### config.mk
export PLATFORM = sky130hd
export DESIGN_NAME = pmc_regs
export DESIGN_NICKNAME = d
export VERILOG_FILES = /design/src/rtl/pmc_regs.v
export VERILOG_INCLUDE_DIRS = /design/src /design/src/pkg
export SDC_FILE = /design/constraint.sdc
export NUM_CORES = 1
export LEC_CHECK = 0
export BUFFER_PORTS_ARGS = -buffer_cell sky130_fd_sc_hd__buf_2
export CAP_MARGIN = 20
export CORE_AREA = 2 2 72 74
export DETAILED_ROUTE_END_ITERATION = 10
export DIE_AREA = 0 0 74 76
export PLACE_DENSITY_LB_ADDON = 0.2
export REMOVE_ABC_BUFFERS = 1
export SLEW_MARGIN = 20
export SYNTH_ARGS = -nofsm -noshare
export SYNTH_HDL_FRONTEND = slang
export SYNTH_SLANG_ARGS = --single-unit
### constraint.sdc
create_clock -name clk -period 2.4 [get_ports clk]
set_input_delay 0.36 -clock clk [delete_from_list [all_inputs] [get_ports clk]]
set_output_delay 0.36 -clock clk [all_outputs]
set_load 0.005 [all_outputs]
### src/pkg/pmc_defs.vh
`ifndef PMC_DEFS_VH
`define PMC_DEFS_VH
// Register byte addresses (word aligned except SIZE1 at 4'h1)
`define PMC_ADDR_POWER   4'h0
`define PMC_ADDR_GATING  4'h4
`define PMC_ADDR_MEMMAP  4'h8
`define PMC_ADDR_SIZE0   4'hC
`define PMC_ADDR_SIZE1   4'h1
// Power register fields
`define PMC_PWR_APD      1
`define PMC_PWR_TURBO    3
`define PMC_PWR_ARRCLK   4
`define PMC_PWR_MCCLK    5
`define PMC_PWR_MASK     8'h3A
// Input gating fields
`define PMC_GT_ADDR      0
`define PMC_GT_CS0       2
`define PMC_GT_CS1       3
`define PMC_GT_CS2       4
`define PMC_GT_ALE       5
`define PMC_GT_WRH       6
`define PMC_GT_MASK      8'h7D
// Memory map fields
`define PMC_MM_PSRAM     0
`define PMC_MM_PSEC      1
`define PMC_MM_PPRI      2
`define PMC_MM_DSEC      3
`define PMC_MM_DPRI      4
`define PMC_MM_PERIPH    7
`define PMC_MM_MASK      8'h9F
`define PMC_MM_CFG_MASK  8'h1E
// Size info read mask for the secondary info register
`define PMC_SIZE1_MASK   8'h3F
`endif

### src/rtl/pmc_regs.v
`timescale 1ns/1ps
`include "pmc_defs.vh"

// Operation
// RULE1: Power register zeroed at power-up only
// RULE2: Power bit 1 enables automatic power-down
// RULE3: Power bit 3 set selects low-power mode
// RULE4: Power bit 4 disconnects clock from array
// RULE5: Power bit 5 disconnects clock from macrocells
// RULE6: Gating bit 0 blocks low address bits
// RULE7: Separate mode: address from port F, muxed pins
// RULE8: Gating bits 4..2 block control strobes 2..0
// RULE9: Gating bit 5 blocks address latch enable
// RULE10: Gating bit 6 blocks high-byte write enable
// RULE11: Memory map reset: bits 1-4 configured, 0,7 cleared
// RULE12: Memory map bits 0-4 only in separate mode
// RULE13: Map bit 0 lets program strobe reach SRAM
// RULE14: Map bit 1 lets program strobe reach secondary
// RULE15: Map bit 2 lets program strobe reach primary
// RULE16: Map bits 3,4 let data reads reach memories
// RULE17: Map bit 7 enables port F peripheral mode
// RULE18: Size info low nibble: primary flash size code
// RULE19: Size info high nibble: SRAM size code
// RULE20: Secondary info low nibble: secondary size code
// RULE21: Secondary info bits 5:4 technology, 7:6 unused
// RULE22: Unused bits read zero, writes ignored
// RULE23: Size info registers read-only build constants
module pmc_regs #(
  parameter [7:0] MEMMAP_CFG   = 8'h1E,   // Build-time memory map choice for bits 1-4
  parameter [3:0] PRI_SIZE     = 4'h6,    // Primary flash size code
  parameter [3:0] SRAM_SIZE    = 4'h5,    // SRAM size code
  parameter [3:0] SEC_SIZE     = 4'h3,    // Secondary memory size code
  parameter [1:0] SEC_TYPE     = 2'h0     // Secondary technology code
) (
  input  wire       clk,
  input  wire       sys_rst,
  input  wire       por,
  input  wire [3:0] avs_address,
  input  wire       avs_read,
  input  wire       avs_write,
  input  wire [31:0] avs_writedata,
  input  wire [3:0] avs_byteenable,
  output reg  [31:0] avs_readdata,
  output wire       avs_waitrequest,
  input  wire       separate_bus_mode,
  input  wire [7:0] addr_low,
  input  wire [3:0] port_f_low_pins,
  input  wire [3:0] upper_muxed_addr_data_pins,
  input  wire       control_strobe_0,
  input  wire       control_strobe_1,
  input  wire       control_strobe_2,
  input  wire       ale_in,
  input  wire       high_byte_write_enable,
  input  wire       pld_clock_input,
  input  wire       program_space_strobe,
  input  wire       data_read_strobe,
  output reg  [7:0] array_addr,
  output reg        array_cs0,
  output reg        array_cs1,
  output reg        array_cs2,
  output reg        array_ale,
  output reg        array_wrh,
  output reg        array_clk,
  output reg        macrocell_clk,
  output reg        pld_low_power,
  output reg        automatic_power_down,
  output reg        pld_wake,
  output reg        prog_sram_access,
  output reg        prog_secondary_access,
  output reg        prog_primary_access,
  output reg        data_secondary_access,
  output reg        data_primary_access,
  output reg        port_f_peripheral_mode
);

  reg  [7:0] power_mode_control_reg;    // Survives ordinary reset
  reg  [7:0] pld_input_gating_reg;      // Input gating
  reg  [7:0] memory_space_mapping_reg;  // Memory map
  reg        clk_in_last_reg;           // Last clock input level
  reg        rd_pending_reg;            // Read data already staged
  wire [7:0] flash_sram_size_info;      // Constant size codes
  wire [7:0] secondary_memory_info;     // Constant secondary info
  wire       wr_lane0;                  // Write touches the low byte
  wire [7:0] sel_addr;                  // Address seen by array
  wire       map_on;                    // Map bits active
  wire       gate_addr;
  wire       gate_cs0;
  wire       gate_cs1;
  wire       gate_cs2;
  wire       gate_ale;
  wire       gate_wrh;
  reg  [7:0] rd_mux;                    // Selected read value

  // Reads take one wait cycle so data comes from a flop
  assign avs_waitrequest = avs_read & ~rd_pending_reg;
  assign wr_lane0        = avs_write & avs_byteenable[0];

  // Fixed build codes, never writable; see RULE23
  assign flash_sram_size_info  = {SRAM_SIZE, PRI_SIZE}; // see RULE18 see RULE19
  assign secondary_memory_info = {2'b00, SEC_TYPE, SEC_SIZE} & `PMC_SIZE1_MASK; // see RULE20 see RULE21

  // Power register: only power-on clears it, sys_rst leaves it
  always @(posedge clk) begin
    if (por) begin
      power_mode_control_reg <= 8'h00; // see RULE1
    end else if (wr_lane0 && avs_address == `PMC_ADDR_POWER) begin
      power_mode_control_reg <= avs_writedata[7:0] & `PMC_PWR_MASK; // see RULE22
    end
  end

  // Gating and memory map registers
  always @(posedge clk) begin
    if (por || sys_rst) begin
      pld_input_gating_reg     <= 8'h00;
      memory_space_mapping_reg <= MEMMAP_CFG & `PMC_MM_CFG_MASK; // see RULE11
    end else if (wr_lane0) begin
      case (avs_address)
        `PMC_ADDR_GATING: begin
          pld_input_gating_reg <= avs_writedata[7:0] & `PMC_GT_MASK; // see RULE22
        end
        `PMC_ADDR_MEMMAP: begin
          memory_space_mapping_reg <= avs_writedata[7:0] & `PMC_MM_MASK; // see RULE22
        end
        default: begin
          // Size registers ignore writes
        end
      endcase
    end
  end

  // Read mux; unmapped offsets read zero
  // Kept combinational so the staging flop is the only register
  // in the read path, which pins the wait at exactly one cycle
  always @* begin
    rd_mux = 8'h00;                                  // Default for holes in the map
    case (avs_address)
      `PMC_ADDR_POWER: begin
        rd_mux = power_mode_control_reg;             // Power controls
      end
      `PMC_ADDR_GATING: begin
        rd_mux = pld_input_gating_reg;               // Input gating
      end
      `PMC_ADDR_MEMMAP: begin
        rd_mux = memory_space_mapping_reg;           // Memory map
      end
      `PMC_ADDR_SIZE0: begin
        rd_mux = flash_sram_size_info;               // see RULE18 see RULE19
      end
      `PMC_ADDR_SIZE1: begin
        rd_mux = secondary_memory_info;              // see RULE20 see RULE21
      end
      default: begin
        rd_mux = 8'h00;                              // Unmapped offsets; see RULE22
      end
    endcase
  end

  // Stage read data, then release waitrequest
  // The pending flag drops on the answering edge whatever the master
  // does next, so a held read starts a fresh two-cycle transfer
  always @(posedge clk) begin
    if (sys_rst) begin
      rd_pending_reg <= 1'b0;                        // No read in flight
      avs_readdata   <= 32'h00000000;                // Quiet bus
    end else if (avs_read && !rd_pending_reg) begin
      rd_pending_reg <= 1'b1;                        // Data staged this edge
      avs_readdata   <= {24'h000000, rd_mux};        // Upper lanes zero; see RULE22
    end else begin
      rd_pending_reg <= 1'b0;                        // Answer given or idle
    end
  end

  // Separate bus mode rebuilds the low address; see RULE7
  // Low nibble from port F, high nibble from the muxed pins
  assign sel_addr  = separate_bus_mode ? {upper_muxed_addr_data_pins, port_f_low_pins} : addr_low;

  // Map bits 0-4 only count in separate bus mode; see RULE12
  assign map_on    = separate_bus_mode;

  // One gate flag per array input, named after what it blocks
  assign gate_addr = pld_input_gating_reg[`PMC_GT_ADDR]; // Low address byte
  assign gate_cs0  = pld_input_gating_reg[`PMC_GT_CS0];  // Strobe 0
  assign gate_cs1  = pld_input_gating_reg[`PMC_GT_CS1];  // Strobe 1
  assign gate_cs2  = pld_input_gating_reg[`PMC_GT_CS2];  // Strobe 2
  assign gate_ale  = pld_input_gating_reg[`PMC_GT_ALE];  // Address latch enable
  assign gate_wrh  = pld_input_gating_reg[`PMC_GT_WRH];  // High byte write

  // Address path to the array
  // Blocked bits are parked low rather than held, so a gated array sees no toggling
  always @(posedge clk) begin
    if (sys_rst) begin
      array_addr <= 8'h00;                           // Quiet after reset
    end else if (gate_addr) begin
      array_addr <= 8'h00;                           // Blocked; see RULE6
    end else begin
      array_addr <= sel_addr;                        // Passed; see RULE6 see RULE7
    end
  end

  // Strobe 0 to the array
  // Gate bit 2 cuts it
  always @(posedge clk) begin
    if (sys_rst) begin
      array_cs0 <= 1'b0;                             // Quiet after reset
    end else if (gate_cs0) begin
      array_cs0 <= 1'b0;                             // Blocked; see RULE8
    end else begin
      array_cs0 <= control_strobe_0;                 // Passed; see RULE8
    end
  end

  // Strobe 1 to the array
  // Gate bit 3 cuts it
  always @(posedge clk) begin
    if (sys_rst) begin
      array_cs1 <= 1'b0;                             // Quiet after reset
    end else if (gate_cs1) begin
      array_cs1 <= 1'b0;                             // Blocked; see RULE8
    end else begin
      array_cs1 <= control_strobe_1;                 // Passed; see RULE8
    end
  end

  // Strobe 2 to the array
  // Gate bit 4 cuts it
  always @(posedge clk) begin
    if (sys_rst) begin
      array_cs2 <= 1'b0;                             // Quiet after reset
    end else if (gate_cs2) begin
      array_cs2 <= 1'b0;                             // Blocked; see RULE8
    end else begin
      array_cs2 <= control_strobe_2;                 // Passed; see RULE8
    end
  end

  // Address latch enable to the array
  // Gate bit 5 cuts it
  always @(posedge clk) begin
    if (sys_rst) begin
      array_ale <= 1'b0;                             // Quiet after reset
    end else if (gate_ale) begin
      array_ale <= 1'b0;                             // Blocked; see RULE9
    end else begin
      array_ale <= ale_in;                           // Passed; see RULE9
    end
  end

  // High byte write enable to the array
  // Gate bit 6 cuts it
  always @(posedge clk) begin
    if (sys_rst) begin
      array_wrh <= 1'b0;                             // Quiet after reset
    end else if (gate_wrh) begin
      array_wrh <= 1'b0;                             // Blocked; see RULE10
    end else begin
      array_wrh <= high_byte_write_enable;           // Passed; see RULE10
    end
  end

  // Clock input to the array
  // Sampled on the system clock, so it only carries slow clock inputs
  always @(posedge clk) begin
    if (sys_rst) begin
      array_clk <= 1'b0;                             // Quiet after reset
    end else if (power_mode_control_reg[`PMC_PWR_ARRCLK]) begin
      array_clk <= 1'b0;                             // Disconnected; see RULE4
    end else begin
      array_clk <= pld_clock_input;                  // Connected; see RULE4
    end
  end

  // Clock input to the macrocells
  // Same sampling limit as the array clock
  always @(posedge clk) begin
    if (sys_rst) begin
      macrocell_clk <= 1'b0;                         // Quiet after reset
    end else if (power_mode_control_reg[`PMC_PWR_MCCLK]) begin
      macrocell_clk <= 1'b0;                         // Disconnected; see RULE5
    end else begin
      macrocell_clk <= pld_clock_input;              // Connected; see RULE5
    end
  end

  // Mode bits copied out to the power logic
  // A flop stage keeps the outputs glitch free while the bus writes
  always @(posedge clk) begin
    if (sys_rst) begin
      pld_low_power        <= 1'b0;                  // Full power after reset
      automatic_power_down <= 1'b0;                  // Power-down off after reset
    end else begin
      pld_low_power        <= power_mode_control_reg[`PMC_PWR_TURBO]; // see RULE3
      automatic_power_down <= power_mode_control_reg[`PMC_PWR_APD];   // see RULE2
    end
  end

  // Clock input history for the wake detector
  // Reset to low; a clock input parked high gives one wake pulse
  // after reset, harmless since waking only powers the array up
  always @(posedge clk) begin
    if (sys_rst) begin
      clk_in_last_reg <= 1'b0;                       // Assume low
    end else begin
      clk_in_last_reg <= pld_clock_input;            // Last level seen
    end
  end

  // Wake pulse on any clock input change
  // Only with turbo off and the array clock still connected
  always @(posedge clk) begin
    if (sys_rst) begin
      pld_wake <= 1'b0;                              // No wake after reset
    end else if (power_mode_control_reg[`PMC_PWR_TURBO] && !power_mode_control_reg[`PMC_PWR_ARRCLK]) begin
      pld_wake <= pld_clock_input ^ clk_in_last_reg; // Edge seen; see RULE4
    end else begin
      pld_wake <= 1'b0;                              // Turbo on or array clock cut
    end
  end

  // Program strobe to the SRAM
  // Map bit 0, separate bus mode only
  always @(posedge clk) begin
    if (sys_rst) begin
      prog_sram_access <= 1'b0;                      // Quiet after reset
    end else if (map_on && program_space_strobe) begin
      prog_sram_access <= memory_space_mapping_reg[`PMC_MM_PSRAM]; // see RULE13
    end else begin
      prog_sram_access <= 1'b0;                      // No strobe or mode off
    end
  end

  // Program strobe to the secondary memory
  // Map bit 1, separate bus mode only
  always @(posedge clk) begin
    if (sys_rst) begin
      prog_secondary_access <= 1'b0;                 // Quiet after reset
    end else if (map_on && program_space_strobe) begin
      prog_secondary_access <= memory_space_mapping_reg[`PMC_MM_PSEC]; // see RULE14
    end else begin
      prog_secondary_access <= 1'b0;                 // No strobe or mode off
    end
  end

  // Program strobe to the primary flash
  // Map bit 2, separate bus mode only
  always @(posedge clk) begin
    if (sys_rst) begin
      prog_primary_access <= 1'b0;                   // Quiet after reset
    end else if (map_on && program_space_strobe) begin
      prog_primary_access <= memory_space_mapping_reg[`PMC_MM_PPRI]; // see RULE15
    end else begin
      prog_primary_access <= 1'b0;                   // No strobe or mode off
    end
  end

  // Data read strobe to the secondary memory
  // Map bit 3, separate bus mode only
  always @(posedge clk) begin
    if (sys_rst) begin
      data_secondary_access <= 1'b0;                 // Quiet after reset
    end else if (map_on && data_read_strobe) begin
      data_secondary_access <= memory_space_mapping_reg[`PMC_MM_DSEC]; // see RULE16
    end else begin
      data_secondary_access <= 1'b0;                 // No strobe or mode off
    end
  end

  // Data read strobe to the primary flash
  // Map bit 4, separate bus mode only
  always @(posedge clk) begin
    if (sys_rst) begin
      data_primary_access <= 1'b0;                   // Quiet after reset
    end else if (map_on && data_read_strobe) begin
      data_primary_access <= memory_space_mapping_reg[`PMC_MM_DPRI]; // see RULE16
    end else begin
      data_primary_access <= 1'b0;                   // No strobe or mode off
    end
  end

  // Port F peripheral mode works in either bus mode
  always @(posedge clk) begin
    if (sys_rst) begin
      port_f_peripheral_mode <= 1'b0;                // Off after reset
    end else begin
      port_f_peripheral_mode <= memory_space_mapping_reg[`PMC_MM_PERIPH]; // see RULE17
    end
  end

endmodule // pmc_regs

==> run metrics, run 1 <==
Critical Path Sink Type output pin; final setup violating endpoints 0; CTS buffer count 5; Post-DP Area 2420 sq um; Clock transition at path regs 0.09 ns; wire length per cell 12.8 um; worst rel slew slack 51.7%; Vias/cell 4.78; Layout Area Growth over Synthesis 17.0%; Distinct cells, synth 38; clk_skew 0.00684 ns; die area 5620 sq um; io pins 127; Die H 76 um; initial antenna violation count 0; yosys warns 0; first-pass GRT wire length 7420 um; Synth area leaders dfxtp_1, buf_4, mux2i_1, o31ai_1, nand4_1; Final Hold Vio Count 0; pin count of the biggest net entering global routing 25; n_diodes 0; vias in the first global route 1591; CP Max Fanout 11; routability cong. 0.745; critical path type flop to output pin; Tcrit/Tclk final 69.9%; Fillers 483; number of synthesized flops with an enable pin 0; CTS Buffer Depth 2; async set-or-reset flop fraction in the synthesized netlist 0%; Nets 359; Largest regs array_addr (8), avs_readdata (8); HPWL after DPL 3160 um; via count 1716; cell with the most instances after synthesis dfxtp_1; crit path launch type flop; commonest cells in the netlist dfxtp_1, buf_4, nor2_1; initial drt markers 65; Synth top area share 46.8%; Setup Total Neg Slack 0 ns; Clock Sinks 50; pwr dens 594 nW/um^2; fraction of layout cells with a size suffix above 1 31.1%; Final Slew Violations 0; ys flop type dfxtp_1; DRC 0; Std-Cell Rows 26; Crit path required time 2.04 ns; post-CTS sizing 0; total gr overflow 0; Design Area, Final 2500 sq um; peak supply drop 0.318 mV; initial core utilization 43.5%; 1st-pass router iterations 4; unrepaired setup endpoints after global routing no; outcome completed; CORE AREA 4910 sq um; Die X-Extent 74 um; clk_lat worst skew 0.30 ns; maxcap violations 0; Lkg Pwr 1.14 nW; CTS hold repair buffers 0; Total Routing Usage GR 16.9%; Mapped Cells 223; Setup Buffers After CTS 0; sequential area share after synthesis 46.8%; average size of a mapped cell 9.58 sq um; class of the most critical hold timing path input port to flop; htree depth 2; flops & latches, synth 50; Arrival @ worst endpoint 1.32 ns; number of routed nets with antenna violations 0; biggest area consumer among synthesized cells dfxtp_1; Worst Tran Pin Value 0.721 ns; CTS tree built; Tmin final 1.68 ns; PortBufs 75; post-synthesis cell area 2140 sq um; Root Buffer clkbuf_8; achievable clock frequency 0.596 GHz; final wirelength 4580 um
## path summary, 6_finish.rpt
check / endpoint / from / depth (start not counted) / slack [ns]
worst max-delay path: avs_waitrequest / rd_pending_reg / 3 / 0.72
worst min-delay path: power_mode_control_reg[3] / por / 2 / 0.27
worst max register to register: avs_readdata[0] / rd_pending_reg / 3 / 1.03
worst min register to register: avs_readdata[4] / avs_readdata[4] / 2 / 0.45
## cell type report
| cell class | instances | area, sq um | share of cell area [%] |
|---|---|---|---|
| Inverter | 3 | 11.3 | 0.450 |
| Sequential cell | 50 | 1000 | 40.0 |
| Tap cell | 70 | 87.6 | 3.50 |
| Multi-Input combinational cell | 153 | 942 | 37.7 |
| Clock buffer | 7 | 76.3 | 3.05 |
| Timing Repair Buffer | 76 | 383 | 15.3 |
## worst max-delay path, stage by stage, from the launching register on
cell and delay, ns:
dfxtp_1 0.31, nand2b_1 0.34, inv_1 0.20, buf_2 0.17
## cell usage in the layout (no fill, tap or decap), types with 2 or more instances in the layout
| cell | n |
|---|---|
| nand3_1 | 12 |
| o21ai_0 | 7 |
| nor2_1 | 14 |
| buf_2 | 75 |
| nor3b_1 | 5 |
| dfxtp_1 | 50 |
| nand3b_1 | 3 |
| inv_1 | 3 |
| or4b_4 | 2 |
| and3_1 | 5 |
| clkbuf_8 | 5 |
| nand2_1 | 7 |
| a21oi_1 | 9 |
| nand2b_1 | 2 |
| conb_1 | 24 |
| mux2i_1 | 8 |
| nor2b_1 | 4 |
| a21boi_0 | 2 |
| a21boi_1 | 6 |
| o21ai_1 | 3 |
| o2111ai_1 | 3 |
| clkbuf_1 | 2 |
| o21bai_1 | 2 |
| mux2_2 | 4 |
| nand4_1 | 10 |
| o31ai_1 | 10 |
## metrics by stage
stage	util [%]	total power, mW	instances	hold WS [ns]	setup WS [ns]
2_1_floorplan	-	0.949	206	0.409	0.996
3_3_place_gp	49.4	1.04	352	0.439	0.775
3_5_place_dp	49.4	1.04	352	0.442	0.716
4_1_cts	50.9	1.50	359	0.267	0.706
5_1_grt	50.9	1.55	359	0.277	0.518
6_report	50.9	1.49	359	0.267	0.723
## cell families after synthesis
family | after synthesis | share of synthesized area, %
xor gates and xnor gates | 1 | 0.410
AOI/OAI and AO/OA | 45 | 13.8
DFF | 50 | 46.8
muxes | 12 | 5.85
other | 1 | 0.175
and+or+nand+nor | 71 | 19.8
buffers and inverters | 43 | 13.1
## per-layer routing
| layer | vias to the layer above | track usage [%] | routed length (um) |
|---|---|---|---|
| met5 | - | 0 | 0 |
| met4 | 0 | 4.91 | 54 |
| met3 | 6 | 4.76 | 308 |
| met2 | 66 | 27.1 | 2120 |
| met1 | 767 | 21.9 | 2100 |
| li1 | 877 | - | - |
## power by group
part | internal [mW] | total [mW] | switching (mW)
combinational | 0.0697 | 0.164 | 0.0941
clock | 0.201 | 0.464 | 0.263
sequential | 0.852 | 0.858 | 0.00563
(Power assumes the default switching activity.)
==> run 2: changes to the inputs <==
Settings changed: ABC_AREA set to 1, CORE_AREA 2 2 72 74 to 2 2 74 76, DIE_AREA 0 0 74 76 to 0 0 76 78.
Clock period 2.4 ns to 1.7 ns, I/O delays scaled along.
==> run metrics, run 2 <==
outcome completed; Final Slew Violations 0 (unchanged); Nets 405 (+13%); critical path type flop to output pin; achievable clock frequency 0.752 GHz; maxcap violations 0 (unchanged); post-synthesis cell area 2060 sq um (-3.5%); commonest non-fill, non-tap cell in the layout buf_2; Clock transition at path regs 0.09 ns (about the same); Synth top area share 48.5% (+1.7 points); Setup Buffers After CTS 0 (unchanged); CP Max Fanout 9 (-2); CTS buffer count 5 (unchanged); CORE AREA 5040 sq um (+2.6%); initial drt markers 54 (-17%); routability cong. 0.789 (+5.9%); number of synthesized flops with an enable pin 0 (unchanged); Layout Area Growth over Synthesis 21.9%; Post-DP Area 2400 sq um (-0.83%); crit path from rd_pending_reg; commonest cells in the netlist nand2_1, dfxtp_1, a21oi_1, buf_4, inv_1; Tmin final 1.33 ns; Fillers 513 (+6.2%); most frequent cells in the layout buf_2, nand2_1, dfxtp_1; flops & latches, synth 50 (unchanged); peak supply drop 0.371 mV (+17%); critical-path cell list nor2_2 -> buf_2; initial antenna violation count 0 (unchanged); 1st-pass router iterations 4 (unchanged); fraction of layout cells with a size suffix above 1 29.5% (-1.7 points); Lkg Pwr 1.26 nW (+9.9%); Largest regs array_addr (8), avs_readdata (8); PortBufs 75 (unchanged); Design Area, Final 2510 sq um (+0.55%); initial core utilization 40.9% (-2.6 points); cell with the most instances after synthesis nand2_1; number of routed nets with antenna violations 0 (unchanged); reg-to-reg critical path endpoint avs_readdata[4]; clk_lat worst skew 0.30 ns (about the same); final wirelength 4510 um (-1.6%); Worst Setup EP avs_waitrequest; clk_skew 0.00567 ns (-0.00117 ns); pwr dens 898 nW/um^2 (+51%); async set-or-reset flop fraction in the synthesized netlist 0% (unchanged); htree depth 2 (unchanged); unrepaired setup endpoints after global routing no; first-pass GRT wire length 7440 um (+0.28%); CP max stage delay 0.31 ns (-0.03 ns); biggest area consumer among synthesized cells dfxtp_1; Std-Cell Rows 26 (unchanged); post-CTS sizing 0 (unchanged); total gr overflow 0 (unchanged); Setup Total Neg Slack 0 ns (unchanged); via count 1747 (+1.8%); Mapped Cells 259 (+16%); CTS tree built; Arrival @ worst endpoint 1.07 ns (-0.25 ns); final setup violating endpoints 0 (unchanged); HPWL after DPL 3470 um (+9.9%); DRC 0 (unchanged); io pins 127 (unchanged); Critical Path Slowest Stage Cell dfxtp_1; Die H 78 um (+2.6%); Final Hold Vio Count 0 (unchanged); R2R cell count 4 (+1); average size of a mapped cell 7.97 sq um (-17%); yosys warns 0 (unchanged); pin count of the biggest net entering global routing 19 (-24%); Die X-Extent 76 um (+2.7%); CTS hold repair buffers 0 (unchanged); n_diodes 0 (unchanged); Tcrit/Tclk final 78.2%; worst reg-to-reg setup slack 0.58 ns (-0.45 ns); class of the most critical hold timing path input port to flop; die area 5930 sq um (+5.4%); vias in the first global route 1657 (+4.1%); Vias/cell 4.30 (-10%); CTS Buffer Depth 2 (unchanged); Root Buffer clkbuf_8; crit path launch type flop; Clock Sinks 50 (unchanged); Total Routing Usage GR 15.8% (-1.1 points); Distinct cells, synth 26 (-32%); FF-to-FF Start rd_pending_reg; sequential area share after synthesis 48.5% (+1.7 points); ys flop type dfxtp_1; Crit path required time 1.44 ns (-0.60 ns); Synth area leaders dfxtp_1, buf_4, nand2_1, a21oi_1, inv_1; Critical Path Sink Type output pin; wire length per cell 11.1 um (-13%)
## run 2: routing by layer
| layer | vias to the layer above | track usage [%] | wire [um] |
|---|---|---|---|
| met3 | 6 | 4.42 | 364 |
| met1 | 746 | 17.6 | 1960 |
| met5 | - | 0 | 0 |
| met4 | 0 | 7.09 | 55 |
| met2 | 66 | 28.0 | 2130 |
| li1 | 929 | - | - |
## run 2: metrics by stage
stage               power [mW]  hold slack, ns  util [%]  worst slack, ns  instances
global route              2.36           0.162      49.9            0.305        406
CTS                       2.28           0.159      49.9            0.353        406
floorplan                 1.34           0.324         -            0.509        251
global placement          1.46           0.399      47.7            0.351        398
detailed placement        1.47           0.405      47.7            0.321        398
finish                    2.26           0.164      49.9            0.371        406
## run 2: report_power, final
group          internal [mW]  switching (mW)  total (mW)
clock                  0.439           0.382       0.821
sequential              1.20         0.00988        1.21
combinational         0.0898           0.133       0.223
total                   1.73           0.524        2.26
## run 2: cell families (layout without fill, tap and decap cells)
group / after synthesis / count (layout) / share of synthesized area [%]
and+or+nand+nor: 102 / 102 / 22.5
buffers and inverters: 57 / 111 / 15.5
DFF: 50 / 50 / 48.5
AOI/OAI and AO/OA: 48 / 48 / 12.9
other: 1 / 24 / 0.182
xor gates and xnor gates: 1 / 1 / 0.425
## run 2: critical path: cells and delay by family (launching register included)
kind	cells	cell delay, ns
buffers and inverters	1	0.18
DFF	1	0.31
and+or+nand+nor	1	0.28
## run 2: worst min path at each step
stage	slack [ns]	start	depth (start not counted)	to
floorplan	0.32	sys_rst	1	avs_readdata[0]
global placement	0.40	pld_input_gating_reg[5]	1	array_ale
detailed placement	0.40	pld_input_gating_reg[6]	1	array_wrh
CTS	0.16	por	2	power_mode_control_reg[3]
global route	0.16	por	2	power_mode_control_reg[1]
finish	0.16	control_strobe_1	3	array_cs1
## run 2: area by class of cell
cell class	count	area (sq um)	area share, %
flip-flops and latches	50	1000	39.8
clock buffers	6	72.6	2.89
inverters	26	97.6	3.88
clock inverters	2	37.5	1.49
well taps	70	87.6	3.48
multi-input cells	175	828	32.9
repair buffers	77	390	15.5
